==> src/inc/usc_map.vh <==
// Register map, field positions and timing constants of the serial transceiver
`ifndef USC_MAP_VH
`define USC_MAP_VH
// Byte offsets on the register bus
`define USC_OFF_MODE 5'h00
`define USC_OFF_STA 5'h04
`define USC_OFF_TXD 5'h08
`define USC_OFF_RXD 5'h0c
`define USC_OFF_BAUD 5'h10
// Mode register fields
`define USC_MODE_STOP 0
`define USC_MODE_FMT_LO 1
`define USC_MODE_FMT_HI 2
`define USC_MODE_HSPD 3
`define USC_MODE_INFRARED_CODEC_EN 12
// Status and control register fields
`define USC_STA_TXSEL1 15
`define USC_STA_TX_POLARITY_INVERT 14
`define USC_STA_TXSEL0 13
`define USC_STA_BRK 11
`define USC_STA_TXEN 10
`define USC_STA_TXFULL 9
`define USC_STA_TXEMPTY 8
`define USC_STA_RXSEL1 7
`define USC_STA_RXSEL0 6
`define USC_STA_ADDRESS_DETECT_EN 5
`define USC_STA_RX_IDLE 4
`define USC_STA_PARITY_ERROR 3
`define USC_STA_FRAMING_ERROR 2
`define USC_STA_OVERRUN_ERROR 1
`define USC_STA_RXDA 0
// Frame format codes
`define USC_FMT_9N 2'h3
`define USC_FMT_8O 2'h2
`define USC_FMT_8E 2'h1
`define USC_FMT_8N 2'h0
// Transmit event select codes
`define USC_TXI_EVERY 2'h0
`define USC_TXI_DONE 2'h1
`define USC_TXI_EMPTY 2'h2
// Receive event select codes and the level-3 buffer count
`define USC_RXI_FULL 2'h3
`define USC_RXI_3Q 2'h2
`define USC_RX_LVL3 3'h3
// Timing counts and the break frame pattern
`define USC_SPB_STD 5'h10
`define USC_SPB_HS 5'h04
`define USC_IR_PULSE 5'h03
`define USC_BASE_BITS 4'ha
`define USC_BRK_LEN 4'he
`define USC_BRK_FRAME 15'h6000
`define USC_DATA8 4'h8
`define USC_BAUD_RST 16'h0000
`endif

==> src/hw/usc_tx.v <==
// Transmit shifter with frame builder and break generator
`timescale 1ns/1ns
`include "usc_map.vh"
module usc_tx (
   input wire i_mclk,
   input wire i_rstn,
   input wire i_tick,
   input wire [4:0] i_spb,
   input wire i_abort,
   input wire i_valid,
   input wire [8:0] i_data,
   input wire [1:0] i_fmt,
   input wire i_stop2,
   input wire i_break,
   output wire o_ready,
   output wire o_line,
   output wire [4:0] o_phase,
   output wire o_busy,
   output reg o_load,
   output reg o_done,
   output reg o_brk_done
);
   reg busy_r;
   reg brk_r;
   reg [14:0] sh_r;
   reg [3:0] bits_r;
   reg [4:0] ph_r;
   wire nine = (i_fmt == `USC_FMT_9N);
   wire par_on = (i_fmt == `USC_FMT_8O) || (i_fmt == `USC_FMT_8E);
   wire par_bit = (i_fmt == `USC_FMT_8O) ? ~^i_data[7:0] : ^i_data[7:0];
   wire [8:0] payload = nine ? i_data : (par_on ? {par_bit, i_data[7:0]} : {1'b1, i_data[7:0]});
   wire [3:0] len = `USC_BASE_BITS + {3'h0, nine | par_on} + {3'h0, i_stop2};
   assign o_ready = ~busy_r & ~i_abort;
   assign o_line = busy_r ? sh_r[0] : 1'b1;
   assign o_phase = ph_r;
   assign o_busy = busy_r;
   always @(posedge i_mclk or negedge i_rstn) begin
      if (!i_rstn) begin
         busy_r <= 1'b0;
         brk_r <= 1'b0;
         sh_r <= 15'h7fff;
         bits_r <= 4'h0;
         ph_r <= 5'h00;
         o_load <= 1'b0;
         o_done <= 1'b0;
         o_brk_done <= 1'b0;
      end else begin
         o_load <= 1'b0;
         o_done <= 1'b0;
         o_brk_done <= 1'b0;
         if (i_abort) begin
            busy_r <= 1'b0;
            ph_r <= 5'h00;
         end else if (!busy_r) begin
            if (i_valid) begin
               busy_r <= 1'b1;
               brk_r <= i_break;
               ph_r <= 5'h00;
               o_load <= 1'b1;
               if (i_break) begin
                  sh_r <= `USC_BRK_FRAME;
                  bits_r <= `USC_BRK_LEN;
               end else begin
                  sh_r <= {5'h1f, payload, 1'b0};
                  bits_r <= len;
               end
            end
         end else if (i_tick) begin
            if (ph_r == i_spb - 5'h01) begin
               ph_r <= 5'h00;
               sh_r <= {1'b1, sh_r[14:1]};
               bits_r <= bits_r - 4'h1;
               if (bits_r == 4'h1) begin
                  busy_r <= 1'b0;
                  o_done <= 1'b1;
                  o_brk_done <= brk_r;
               end
            end else begin
               ph_r <= ph_r + 5'h01;
            end
         end
      end
   end
endmodule

==> src/hw/usc_rx.v <==
// Receive sampler with infrared pulse decoding and error checks
`timescale 1ns/1ns
`include "usc_map.vh"
module usc_rx (
   input wire i_mclk,
   input wire i_rstn,
   input wire i_tick,
   input wire [4:0] i_spb,
   input wire i_abort,
   input wire i_line,
   input wire i_ir,
   input wire [1:0] i_fmt,
   output wire o_idle,
   output reg o_done,
   output reg [8:0] o_data,
   output reg o_parity_error,
   output reg o_framing_error
);
   localparam S_IDLE = 4'b0001;
   localparam S_START = 4'b0010;
   localparam S_DATA = 4'b0100;
   localparam S_STOP = 4'b1000;
   reg [3:0] st_r;
   reg [4:0] ph_r;
   reg [3:0] cnt_r;
   reg [8:0] sh_r;
   reg low_r;
   wire nine = (i_fmt == `USC_FMT_9N);
   wire wide = nine || (i_fmt == `USC_FMT_8O) || (i_fmt == `USC_FMT_8E);
   wire [3:0] nbits = `USC_DATA8 + {3'h0, wide};
   wire bound = (ph_r == i_spb - 5'h01);
   wire bitv = i_ir ? ~(low_r | ~i_line) : i_line;
   wire samp = i_tick && (i_ir ? bound : (ph_r == {1'b0, i_spb[4:1]}));
   wire parity_error = (i_fmt == `USC_FMT_8O) ? ~^sh_r : ((i_fmt == `USC_FMT_8E) ? ^sh_r : 1'b0);
   assign o_idle = (st_r == S_IDLE);
   always @(posedge i_mclk or negedge i_rstn) begin
      if (!i_rstn) begin
         st_r <= S_IDLE;
         ph_r <= 5'h00;
         cnt_r <= 4'h0;
         sh_r <= 9'h000;
         low_r <= 1'b0;
         o_done <= 1'b0;
         o_data <= 9'h000;
         o_parity_error <= 1'b0;
         o_framing_error <= 1'b0;
      end else begin
         o_done <= 1'b0;
         if (i_abort) begin
            st_r <= S_IDLE;
         end else if (st_r == S_IDLE) begin
            if (!i_line) begin
               st_r <= S_START;
               ph_r <= 5'h00;
               low_r <= 1'b1;
            end
         end else if (i_tick) begin
            ph_r <= bound ? 5'h00 : ph_r + 5'h01;
            low_r <= bound ? 1'b0 : (low_r | ~i_line);
            if (samp) begin
               case (st_r)
                  S_START: begin
                     st_r <= bitv ? S_IDLE : S_DATA;
                     cnt_r <= 4'h0;
                  end
                  S_DATA: begin
                     sh_r[cnt_r] <= bitv;
                     cnt_r <= cnt_r + 4'h1;
                     if (cnt_r == nbits - 4'h1) begin
                        st_r <= S_STOP;
                     end
                  end
                  S_STOP: begin
                     st_r <= S_IDLE;
                     o_done <= 1'b1;
                     o_data <= nine ? sh_r : {1'b0, sh_r[7:0]};
                     o_parity_error <= parity_error;
                     o_framing_error <= ~bitv;
                  end
                  default: begin
                     st_r <= S_IDLE;
                  end
               endcase
            end
         end
      end
   end
endmodule

==> src/hw/usc_top.v <==
// Serial transceiver top: bus slave, registers, buffers, baud and pin logic
`timescale 1ns/1ns
`include "usc_map.vh"
module usc_top #(
   parameter FIFO_AW = 2
) (
   input wire i_mclk,
   input wire i_resetn,
   input wire [4:0] i_avs_address,
   input wire i_avs_read,
   input wire i_avs_write,
   input wire [31:0] i_avs_writedata,
   output reg [31:0] o_avs_readdata,
   output reg o_avs_waitrequest,
   input wire i_rx,
   output reg o_tx,
   output reg o_tx_oe,
   output reg o_tx_irq,
   output reg o_rx_irq
);
   localparam DEPTH = 1 << FIFO_AW;
   localparam [FIFO_AW:0] FULL_C = {1'b1, {FIFO_AW{1'b0}}};
   localparam [FIFO_AW:0] LVL3_C = `USC_RX_LVL3;
   localparam [FIFO_AW:0] ZERO_C = {(FIFO_AW + 1){1'b0}};
   reg rst_meta_r;
   reg rst_sync_r;
   wire rstn = rst_sync_r;
   always @(posedge i_mclk or negedge i_resetn) begin
      if (!i_resetn) begin
         rst_meta_r <= 1'b0;
         rst_sync_r <= 1'b0;
      end else begin
         rst_meta_r <= 1'b1;
         rst_sync_r <= rst_meta_r;
      end
   end
   // Control state
   reg infrared_codec_en_r, hspd_r, stop2_r, tx_polarity_invert_r, brk_r, txen_r, address_detect_en_r, overrun_error_r;
   reg [1:0] fmt_r, txsel_r, rxsel_r;
   reg [15:0] baud_r, bcnt_r;
   reg pop_ok_r;
   // Buffers
   reg [8:0] txm [0:DEPTH-1];
   reg [10:0] rxm [0:DEPTH-1];
   reg [FIFO_AW-1:0] twp_r, trp_r, rwp_r, rrp_r;
   reg [FIFO_AW:0] tcnt_r, rcnt_r;
   // Bus strobes at the completing edge
   wire busreq = i_avs_read | i_avs_write;
   wire wr = i_avs_write & ~o_avs_waitrequest;
   wire rd = i_avs_read & ~o_avs_waitrequest;
   wire [31:0] wd = i_avs_writedata;
   wire wr_mode = wr && (i_avs_address == `USC_OFF_MODE);
   wire wr_sta = wr && (i_avs_address == `USC_OFF_STA);
   wire wr_txd = wr && (i_avs_address == `USC_OFF_TXD);
   wire wr_baud = wr && (i_avs_address == `USC_OFF_BAUD);
   wire rd_rxd = rd && (i_avs_address == `USC_OFF_RXD);
   // Baud and line timing
   wire tick = (bcnt_r == baud_r);
   wire [4:0] spb = hspd_r ? `USC_SPB_HS : `USC_SPB_STD;
   wire ir_act = infrared_codec_en_r & ~hspd_r;
   // Submodule links
   wire tx_ready, tx_line, tx_busy, tx_load, tx_done, tx_brk_done;
   wire [4:0] tx_phase;
   wire rx_idle, rx_done, rx_parity_error, rx_framing_error;
   wire [8:0] rx_data;
   wire tx_flush = wr_sta & ~wd[`USC_STA_TXEN] & txen_r;
   wire tx_valid = txen_r & tx_ready & (tcnt_r != ZERO_C);
   wire brk_live = brk_r & ~tx_brk_done;
   wire tx_push = wr_txd & (tcnt_r != FULL_C);
   wire tx_pop = tx_load;
   wire [FIFO_AW:0] tcnt_aft = tcnt_r + {{FIFO_AW{1'b0}}, tx_push} - {{FIFO_AW{1'b0}}, tx_pop};
   wire rx_pop = rd_rxd & pop_ok_r;
   wire rx_keep = ~(address_detect_en_r & (fmt_r == `USC_FMT_9N) & ~rx_data[8]);
   wire rx_room = (rcnt_r != FULL_C) | rx_pop;
   wire rx_ovf = rx_done & rx_keep & ~overrun_error_r & ~rx_room;
   wire rx_push = rx_done & rx_keep & ~overrun_error_r & rx_room;
   wire overrun_error_clr = wr_sta & ~wd[`USC_STA_OVERRUN_ERROR] & overrun_error_r;
   wire rx_flush = overrun_error_clr & ~rx_ovf;
   wire [FIFO_AW:0] rcnt_aft = rcnt_r + {{FIFO_AW{1'b0}}, rx_push} - {{FIFO_AW{1'b0}}, rx_pop};
   wire [10:0] rx_top = rxm[rrp_r];
   usc_tx u_tx (
      .i_mclk(i_mclk),
      .i_rstn(rstn),
      .i_tick(tick),
      .i_spb(spb),
      .i_abort(tx_flush),
      .i_valid(tx_valid),
      .i_data(txm[trp_r]),
      .i_fmt(fmt_r),
      .i_stop2(stop2_r),
      .i_break(brk_live),
      .o_ready(tx_ready),
      .o_line(tx_line),
      .o_phase(tx_phase),
      .o_busy(tx_busy),
      .o_load(tx_load),
      .o_done(tx_done),
      .o_brk_done(tx_brk_done)
   );
   usc_rx u_rx (
      .i_mclk(i_mclk),
      .i_rstn(rstn),
      .i_tick(tick),
      .i_spb(spb),
      .i_abort(rx_flush),
      .i_line(i_rx),
      .i_ir(ir_act),
      .i_fmt(fmt_r),
      .o_idle(rx_idle),
      .o_done(rx_done),
      .o_data(rx_data),
      .o_parity_error(rx_parity_error),
      .o_framing_error(rx_framing_error)
   );
   // Read data mux
   reg [31:0] rd_nxt;
   always @* begin
      rd_nxt = 32'h00000000;
      case (i_avs_address)
         `USC_OFF_MODE: begin
            rd_nxt[`USC_MODE_INFRARED_CODEC_EN] = infrared_codec_en_r;
            rd_nxt[`USC_MODE_HSPD] = hspd_r;
            rd_nxt[`USC_MODE_FMT_HI:`USC_MODE_FMT_LO] = fmt_r;
            rd_nxt[`USC_MODE_STOP] = stop2_r;
         end
         `USC_OFF_STA: begin
            rd_nxt[`USC_STA_TXSEL1] = txsel_r[1];
            rd_nxt[`USC_STA_TX_POLARITY_INVERT] = tx_polarity_invert_r;
            rd_nxt[`USC_STA_TXSEL0] = txsel_r[0];
            rd_nxt[`USC_STA_BRK] = brk_r;
            rd_nxt[`USC_STA_TXEN] = txen_r;
            rd_nxt[`USC_STA_TXFULL] = (tcnt_r == FULL_C);
            rd_nxt[`USC_STA_TXEMPTY] = (tcnt_r == ZERO_C) & ~tx_busy;
            rd_nxt[`USC_STA_RXSEL1] = rxsel_r[1];
            rd_nxt[`USC_STA_RXSEL0] = rxsel_r[0];
            rd_nxt[`USC_STA_ADDRESS_DETECT_EN] = address_detect_en_r;
            rd_nxt[`USC_STA_RX_IDLE] = rx_idle;
            rd_nxt[`USC_STA_PARITY_ERROR] = (rcnt_r != ZERO_C) & rx_top[1];
            rd_nxt[`USC_STA_FRAMING_ERROR] = (rcnt_r != ZERO_C) & rx_top[0];
            rd_nxt[`USC_STA_OVERRUN_ERROR] = overrun_error_r;
            rd_nxt[`USC_STA_RXDA] = (rcnt_r != ZERO_C);
         end
         `USC_OFF_RXD: begin
            rd_nxt[8:0] = (rcnt_r != ZERO_C) ? rx_top[10:2] : 9'h000;
         end
         `USC_OFF_BAUD: begin
            rd_nxt[15:0] = baud_r;
         end
         default: begin
            rd_nxt = 32'h00000000;
         end
      endcase
   end
   // Bus slave: one wait state per access
   always @(posedge i_mclk or negedge rstn) begin
      if (!rstn) begin
         o_avs_waitrequest <= 1'b1;
         o_avs_readdata <= 32'h00000000;
         pop_ok_r <= 1'b0;
      end else begin
         o_avs_waitrequest <= ~(busreq & o_avs_waitrequest);
         if (i_avs_read & o_avs_waitrequest) begin
            o_avs_readdata <= rd_nxt;
            pop_ok_r <= (rcnt_r != ZERO_C);
         end
      end
   end
   // Registers
   always @(posedge i_mclk or negedge rstn) begin
      if (!rstn) begin
         infrared_codec_en_r <= 1'b0;
         hspd_r <= 1'b0;
         fmt_r <= `USC_FMT_8N;
         stop2_r <= 1'b0;
         txsel_r <= `USC_TXI_EVERY;
         tx_polarity_invert_r <= 1'b0;
         brk_r <= 1'b0;
         txen_r <= 1'b0;
         rxsel_r <= 2'h0;
         address_detect_en_r <= 1'b0;
         overrun_error_r <= 1'b0;
         baud_r <= `USC_BAUD_RST;
         bcnt_r <= `USC_BAUD_RST;
      end else begin
         bcnt_r <= (tick | wr_baud) ? `USC_BAUD_RST : bcnt_r + 16'h0001;
         if (wr_baud) begin
            baud_r <= wd[15:0];
         end
         if (wr_mode) begin
            infrared_codec_en_r <= wd[`USC_MODE_INFRARED_CODEC_EN];
            hspd_r <= wd[`USC_MODE_HSPD];
            fmt_r <= wd[`USC_MODE_FMT_HI:`USC_MODE_FMT_LO];
            stop2_r <= wd[`USC_MODE_STOP];
         end
         if (wr_sta) begin
            txsel_r <= {wd[`USC_STA_TXSEL1], wd[`USC_STA_TXSEL0]};
            tx_polarity_invert_r <= wd[`USC_STA_TX_POLARITY_INVERT];
            brk_r <= wd[`USC_STA_BRK];
            txen_r <= wd[`USC_STA_TXEN];
            rxsel_r <= {wd[`USC_STA_RXSEL1], wd[`USC_STA_RXSEL0]};
            address_detect_en_r <= wd[`USC_STA_ADDRESS_DETECT_EN];
         end else if (tx_brk_done) begin
            brk_r <= 1'b0;
         end
         if (rx_ovf) begin
            overrun_error_r <= 1'b1;
         end else if (overrun_error_clr) begin
            overrun_error_r <= 1'b0;
         end
      end
   end
   // Buffers
   always @(posedge i_mclk or negedge rstn) begin
      if (!rstn) begin
         twp_r <= {FIFO_AW{1'b0}};
         trp_r <= {FIFO_AW{1'b0}};
         tcnt_r <= ZERO_C;
         rwp_r <= {FIFO_AW{1'b0}};
         rrp_r <= {FIFO_AW{1'b0}};
         rcnt_r <= ZERO_C;
      end else begin
         if (tx_flush) begin
            twp_r <= {FIFO_AW{1'b0}};
            trp_r <= {FIFO_AW{1'b0}};
            tcnt_r <= ZERO_C;
         end else begin
            if (tx_push) begin
               txm[twp_r] <= wd[8:0];
               twp_r <= twp_r + {{(FIFO_AW - 1){1'b0}}, 1'b1};
            end
            if (tx_pop) begin
               trp_r <= trp_r + {{(FIFO_AW - 1){1'b0}}, 1'b1};
            end
            tcnt_r <= tcnt_aft;
         end
         if (rx_flush) begin
            rwp_r <= {FIFO_AW{1'b0}};
            rrp_r <= {FIFO_AW{1'b0}};
            rcnt_r <= ZERO_C;
         end else begin
            if (rx_push) begin
               rxm[rwp_r] <= {rx_data, rx_parity_error, rx_framing_error};
               rwp_r <= rwp_r + {{(FIFO_AW - 1){1'b0}}, 1'b1};
            end
            if (rx_pop) begin
               rrp_r <= rrp_r + {{(FIFO_AW - 1){1'b0}}, 1'b1};
            end
            rcnt_r <= rcnt_aft;
         end
      end
   end
   // Pin and event outputs
   always @(posedge i_mclk or negedge rstn) begin
      if (!rstn) begin
         o_tx <= 1'b1;
         o_tx_oe <= 1'b0;
         o_tx_irq <= 1'b0;
         o_rx_irq <= 1'b0;
      end else begin
         o_tx_oe <= txen_r;
         if (ir_act) begin
            o_tx <= (tx_busy & ~tx_line & (tx_phase < `USC_IR_PULSE)) ^ tx_polarity_invert_r;
         end else begin
            o_tx <= tx_line ^ tx_polarity_invert_r;
         end
         case (txsel_r)
            `USC_TXI_EVERY: o_tx_irq <= tx_load;
            `USC_TXI_EMPTY: o_tx_irq <= tx_load & (tcnt_aft == ZERO_C);
            `USC_TXI_DONE: o_tx_irq <= tx_done & (tcnt_r == ZERO_C);
            default: o_tx_irq <= 1'b0;
         endcase
         case (rxsel_r)
            `USC_RXI_FULL: o_rx_irq <= rx_push & (rcnt_aft == FULL_C);
            `USC_RXI_3Q: o_rx_irq <= rx_push & (rcnt_aft == LVL3_C);
            default: o_rx_irq <= rx_push;
         endcase
      end
   end
endmodule

==> config.mk <==
export PLATFORM = sky130hd
export DESIGN_NAME = usc_top
export DESIGN_NICKNAME = d
export VERILOG_FILES = /design/src/hw/usc_tx.v /design/src/hw/usc_rx.v /design/src/hw/usc_top.v
export VERILOG_INCLUDE_DIRS = /design/src /design/src/inc
export SDC_FILE = /design/constraint.sdc
export NUM_CORES = 1
export LEC_CHECK = 0
export ABC_AREA = 1
export BUFFER_PORTS_ARGS = -buffer_cell sky130_fd_sc_hd__buf_2
export CAP_MARGIN = 30
export CORE_ASPECT_RATIO = 0.75
export CORE_MARGIN = 2
export CORE_UTILIZATION = 35
export DETAILED_ROUTE_END_ITERATION = 16
export SYNTH_ARGS = -nofsm -noshare
export SYNTH_HDL_FRONTEND = slang
export SYNTH_SLANG_ARGS = --single-unit
==> constraint.sdc <==
create_clock -name i_mclk -period 5.7 [get_ports i_mclk]
set_clock_uncertainty 0.05 [all_clocks]
set_input_delay 0.57 -clock i_mclk [delete_from_list [all_inputs] [get_ports i_mclk]]
set_output_delay 0.57 -clock i_mclk [all_outputs]
set_load 0.005 [all_outputs]
==> flow_metrics.py <==
metrics = {
    "routing": {
        "via_count": 8088,
        "routed_wl_mm": 26.5,
        "routedWlPerCell_um": 16.0,
        "first_iter_violations": 633,
        "via_per_inst": 4.88,
        "drc": 0,
        "drtPass1Iterations": 6,
        "ant_nets": 0,
    },
    "sta": {
        "timing.final.crit_share": 0.524,
        "relSlewSlack": 0.360,
        "worst_pin_slew_ps": 956,
        "setup_viol": 0,
        "max_freq_mhz": 335,
        "holdWs_ps": 225,
        "rsz0062_at_grt": "false",
        "post-route-min-period_ps": 2990,
        "slew_violations": 0,
        "finalSetupTns_ps": 0,
        "finalHoldViolCount": 0,
    },
    "worst_hold_path": {
        "timing.hold.worst_endpoint": "baud_r[15]$_DFFE_PN0P_",
        "hold_path.class": "in -> reg",
        "hold_start": "i_avs_writedata[15]",
        "whs_path_depth": 3,
    },
    "pwr": {
        "vdd_ir_drop_max_mv": 0.189,
        "p_leak_nw": 5.65,
        "powerDensity_nw_per_um2": 333,
    },
    "final_layout": {
        "fillCellCount": 2997,
        "multi_input_area_um2": 4100,
        "syn_to_final_growth_pct": 13.5,
        "drive_above_1_share": 0.127,
        "nets": 1304,
        "seq_area_um2": 6080,
    },
    "synth": {
        "synthArstFlopShare": 0.646,
        "ys_seq_area_frac": 0.558,
        "yosys_warnings": 0,
        "synth.area.top_cells": "dfrtp_1, edfxtp_1, nand2_1",
        "synth.distinct_cells": 59,
        "synth_area_per_cell_um2": 9.22,
        "synthCells": 1182,
        "synth_edf_count": 80,
        "synth_largest_area_cell": "dfrtp_1",
        "synthTopCellsByCount": "nand2_1, dfrtp_1, inv_1",
        "ys.flop_type": "dfrtp_1",
        "synth_most_common_cell": "nand2_1",
        "synth_top_area_frac": 0.299,
        "synth-seq-cells": 226,
        "netlist_area_um2": 10900,
    },
    "critical_path": {
        "r2r_setup_slack_ps": 2850,
        "cpPeakStageDelay_ps": 720,
        "arrival_ps": 3390,
        "crit_buf_inv": 3,
        "path_cells": "buf_2 -> nor2_2 -> nand2_1 -> nor2_1 -> inv_1 -> nor2_2 -> clkinv_1 -> o21ai_0",
        "r2r-start": "o_avs_waitrequest$_DFF_PN1_",
        "r2r_cells": 14,
        "crit_fanout": 24,
        "path_delay_family": "simple AND/OR/NAND/NOR gates",
        "cp.depth": 8,
        "cpMostUsedCell": "nor2_2",
        "slowest_stage": "nor2_1",
        "cp_data_required_time_ps": 6100,
        "crit_path_start_kind": "input pin",
        "cp-end-kind": "register",
        "r2r_end": "o_rx_irq$_DFF_PN0_",
        "critPathKind": "in -> reg",
    },
    "floorplanning": {
        "die_area_um2": 32600,
        "die_x_um": 208,
        "fp-row-count": 55,
        "fp.dieH_um": 157,
        "boundaryPins": 79,
        "coreArea_um2": 30400,
        "start_util": 0.358,
    },
    "clock_tree": {
        "h-tree-depth": 1,
        "clkLatencyLatePin_ps": 540,
        "clk_path_buf_depth": 3,
        "cts_tree": "yes",
        "root_buffer": "clkbuf_16",
        "cts_sinks": 226,
        "cts-resized-gates": 0,
        "cts_inserted_buffers": 24,
        "clk_pin_slew_ps": 60,
    },
    "placement": {
        "gp_congestion": 0.815,
        "io_buffers": 46,
        "dpl.hpwl_mm": 19.2,
    },
    "grt": {
        "grt_pass1_wl_mm": 42.6,
        "grtUsageTotal": 0.165,
        "grt_start_max_net_pins": 73,
        "grt_overflow": 0,
        "antenna_found_initial": 3,
        "grt_pass1_vias": 7663,
    },
    "status": {
        "status": "finished clean",
    },
    "flow_run": {
        "drv_cap": 0,
    },
}
## cell families after synthesis
| family | Yosys count | synth area share |
|---|---|---|
| AND/OR/NAND/NOR | 528 | 0.211 |
| flip-flops | 226 | 0.558 |
| AO/OA/AOI/OAI | 193 | 0.106 |
| buffers and inverters | 178 | 0.0711 |
| XOR/XNOR | 29 | 0.0233 |
| adder cells (fa/ha/maj) | 24 | 0.0289 |
| other | 2 | 0.000689 |
| multiplexers | 2 | 0.00195 |
## metrics by stage
step                total power [mW]  instances   util  area, um2  setup slack [ps]
global placement                2.51       1604  0.377      11500              2210
global route                    4.33       1657  0.406      12400              2290
floorplan                       2.35       1197      -      10900               714
CTS                             4.16       1653  0.405      12300              2740
detailed placement              2.53       1608  0.378      11500              2160
finish                          4.12       1657  0.406      12400              2710
## layout by cell type (no fill, tap or decap), types with 17 or more instances in the layout
| master | instances |
|---|---|
| a21oi_1 | 29 |
| buf_2 | 46 |
| clkbuf_16 | 24 |
| conb_1 | 17 |
| dfrtp_1 | 129 |
| edfxtp_1 | 80 |
| ha_1 | 22 |
| inv_1 | 126 |
| nand2_1 | 302 |
| nand3_1 | 54 |
| nor2_1 | 107 |
| o21ai_0 | 82 |
| o22ai_1 | 18 |
| xnor2_1 | 19 |
## where the power goes
group	leakage (nW)	internal (mW)	switching, mW
clock network	0.385	0.957	0.660
logic	2.66	0.205	0.338
registers	2.61	1.80	0.155
total	5.65	2.96	1.15
## timing repair
action / CTS / global route
hold buffers: 1 / 0
setup endpoints to repair: 0 / 0
setup buffers: 0 / 0
hold endpoints to repair: 2 / 0
## worst max-delay path by stage
stage | from | end | slack [ps]
after CTS | i_avs_address[1] | baud_r[2]$_DFFE_PN0P_ | 2740
final | i_avs_address[1] | baud_r[2]$_DFFE_PN0P_ | 2710
after global routing | i_avs_address[1] | baud_r[6]$_DFFE_PN0P_ | 2290
after floorplan | rst_sync_r$_DFF_PN0_ | rxm[0][0]$_DFFE_PP_ | 710
after global placement | i_avs_address[1] | baud_r[14]$_DFFE_PN0P_ | 2210
after detailed placement | i_avs_address[1] | baud_r[2]$_DFFE_PN0P_ | 2160
## metal layers
layer	share of wire	up-vias	global-route usage
met5	0	-	0
met4	0.020	0	0.0402
met3	0.044	34	0.0255
met2	0.41	157	0.237
met1	0.52	3889	0.257
li1	-	4008	-
## cell type report
type	count	share of cell area
clock inverter	17	0.0163
clock buffer	27	0.0495
multi-input combinational	793	0.332
tap	399	0.0404
antenna	2	0.000405
sequential	226	0.492
timing repair buffer	56	0.0274
inverter	137	0.0423
## state kept, by name (all words and copies together), names as in the netlist, 2 cells and up
name,cells
u_rx.sh_r,9
tcnt_r,3
rxsel_r,2
bcnt_r,16
u_rx.st_r,4
o_avs_readdata,16
u_tx.o_phase,5
rwp_r,2
u_tx.bits_r,4
u_rx.cnt_r,4
fmt_r,2
u_rx.ph_r,5
txsel_r,2
twp_r,2
u_tx.sh_r,13
rcnt_r,3
rxm,44
baud_r,16
u_rx.o_data,9
rrp_r,2
trp_r,2
txm,36
## worst register-to-register path, stage by stage (launching register included)
cell	delay, ps
dfstp_2	600
inv_1	90
nand3_1	70
nor2_1	50
nor3_1	270
inv_1	70
nand2_1	130
ha_1	250
inv_1	50
ha_1	130
inv_1	50
fa_1	480
nor3_1	200
a21oi_1	90
a21oi_1	180
(Power assumes the default switching activity.)
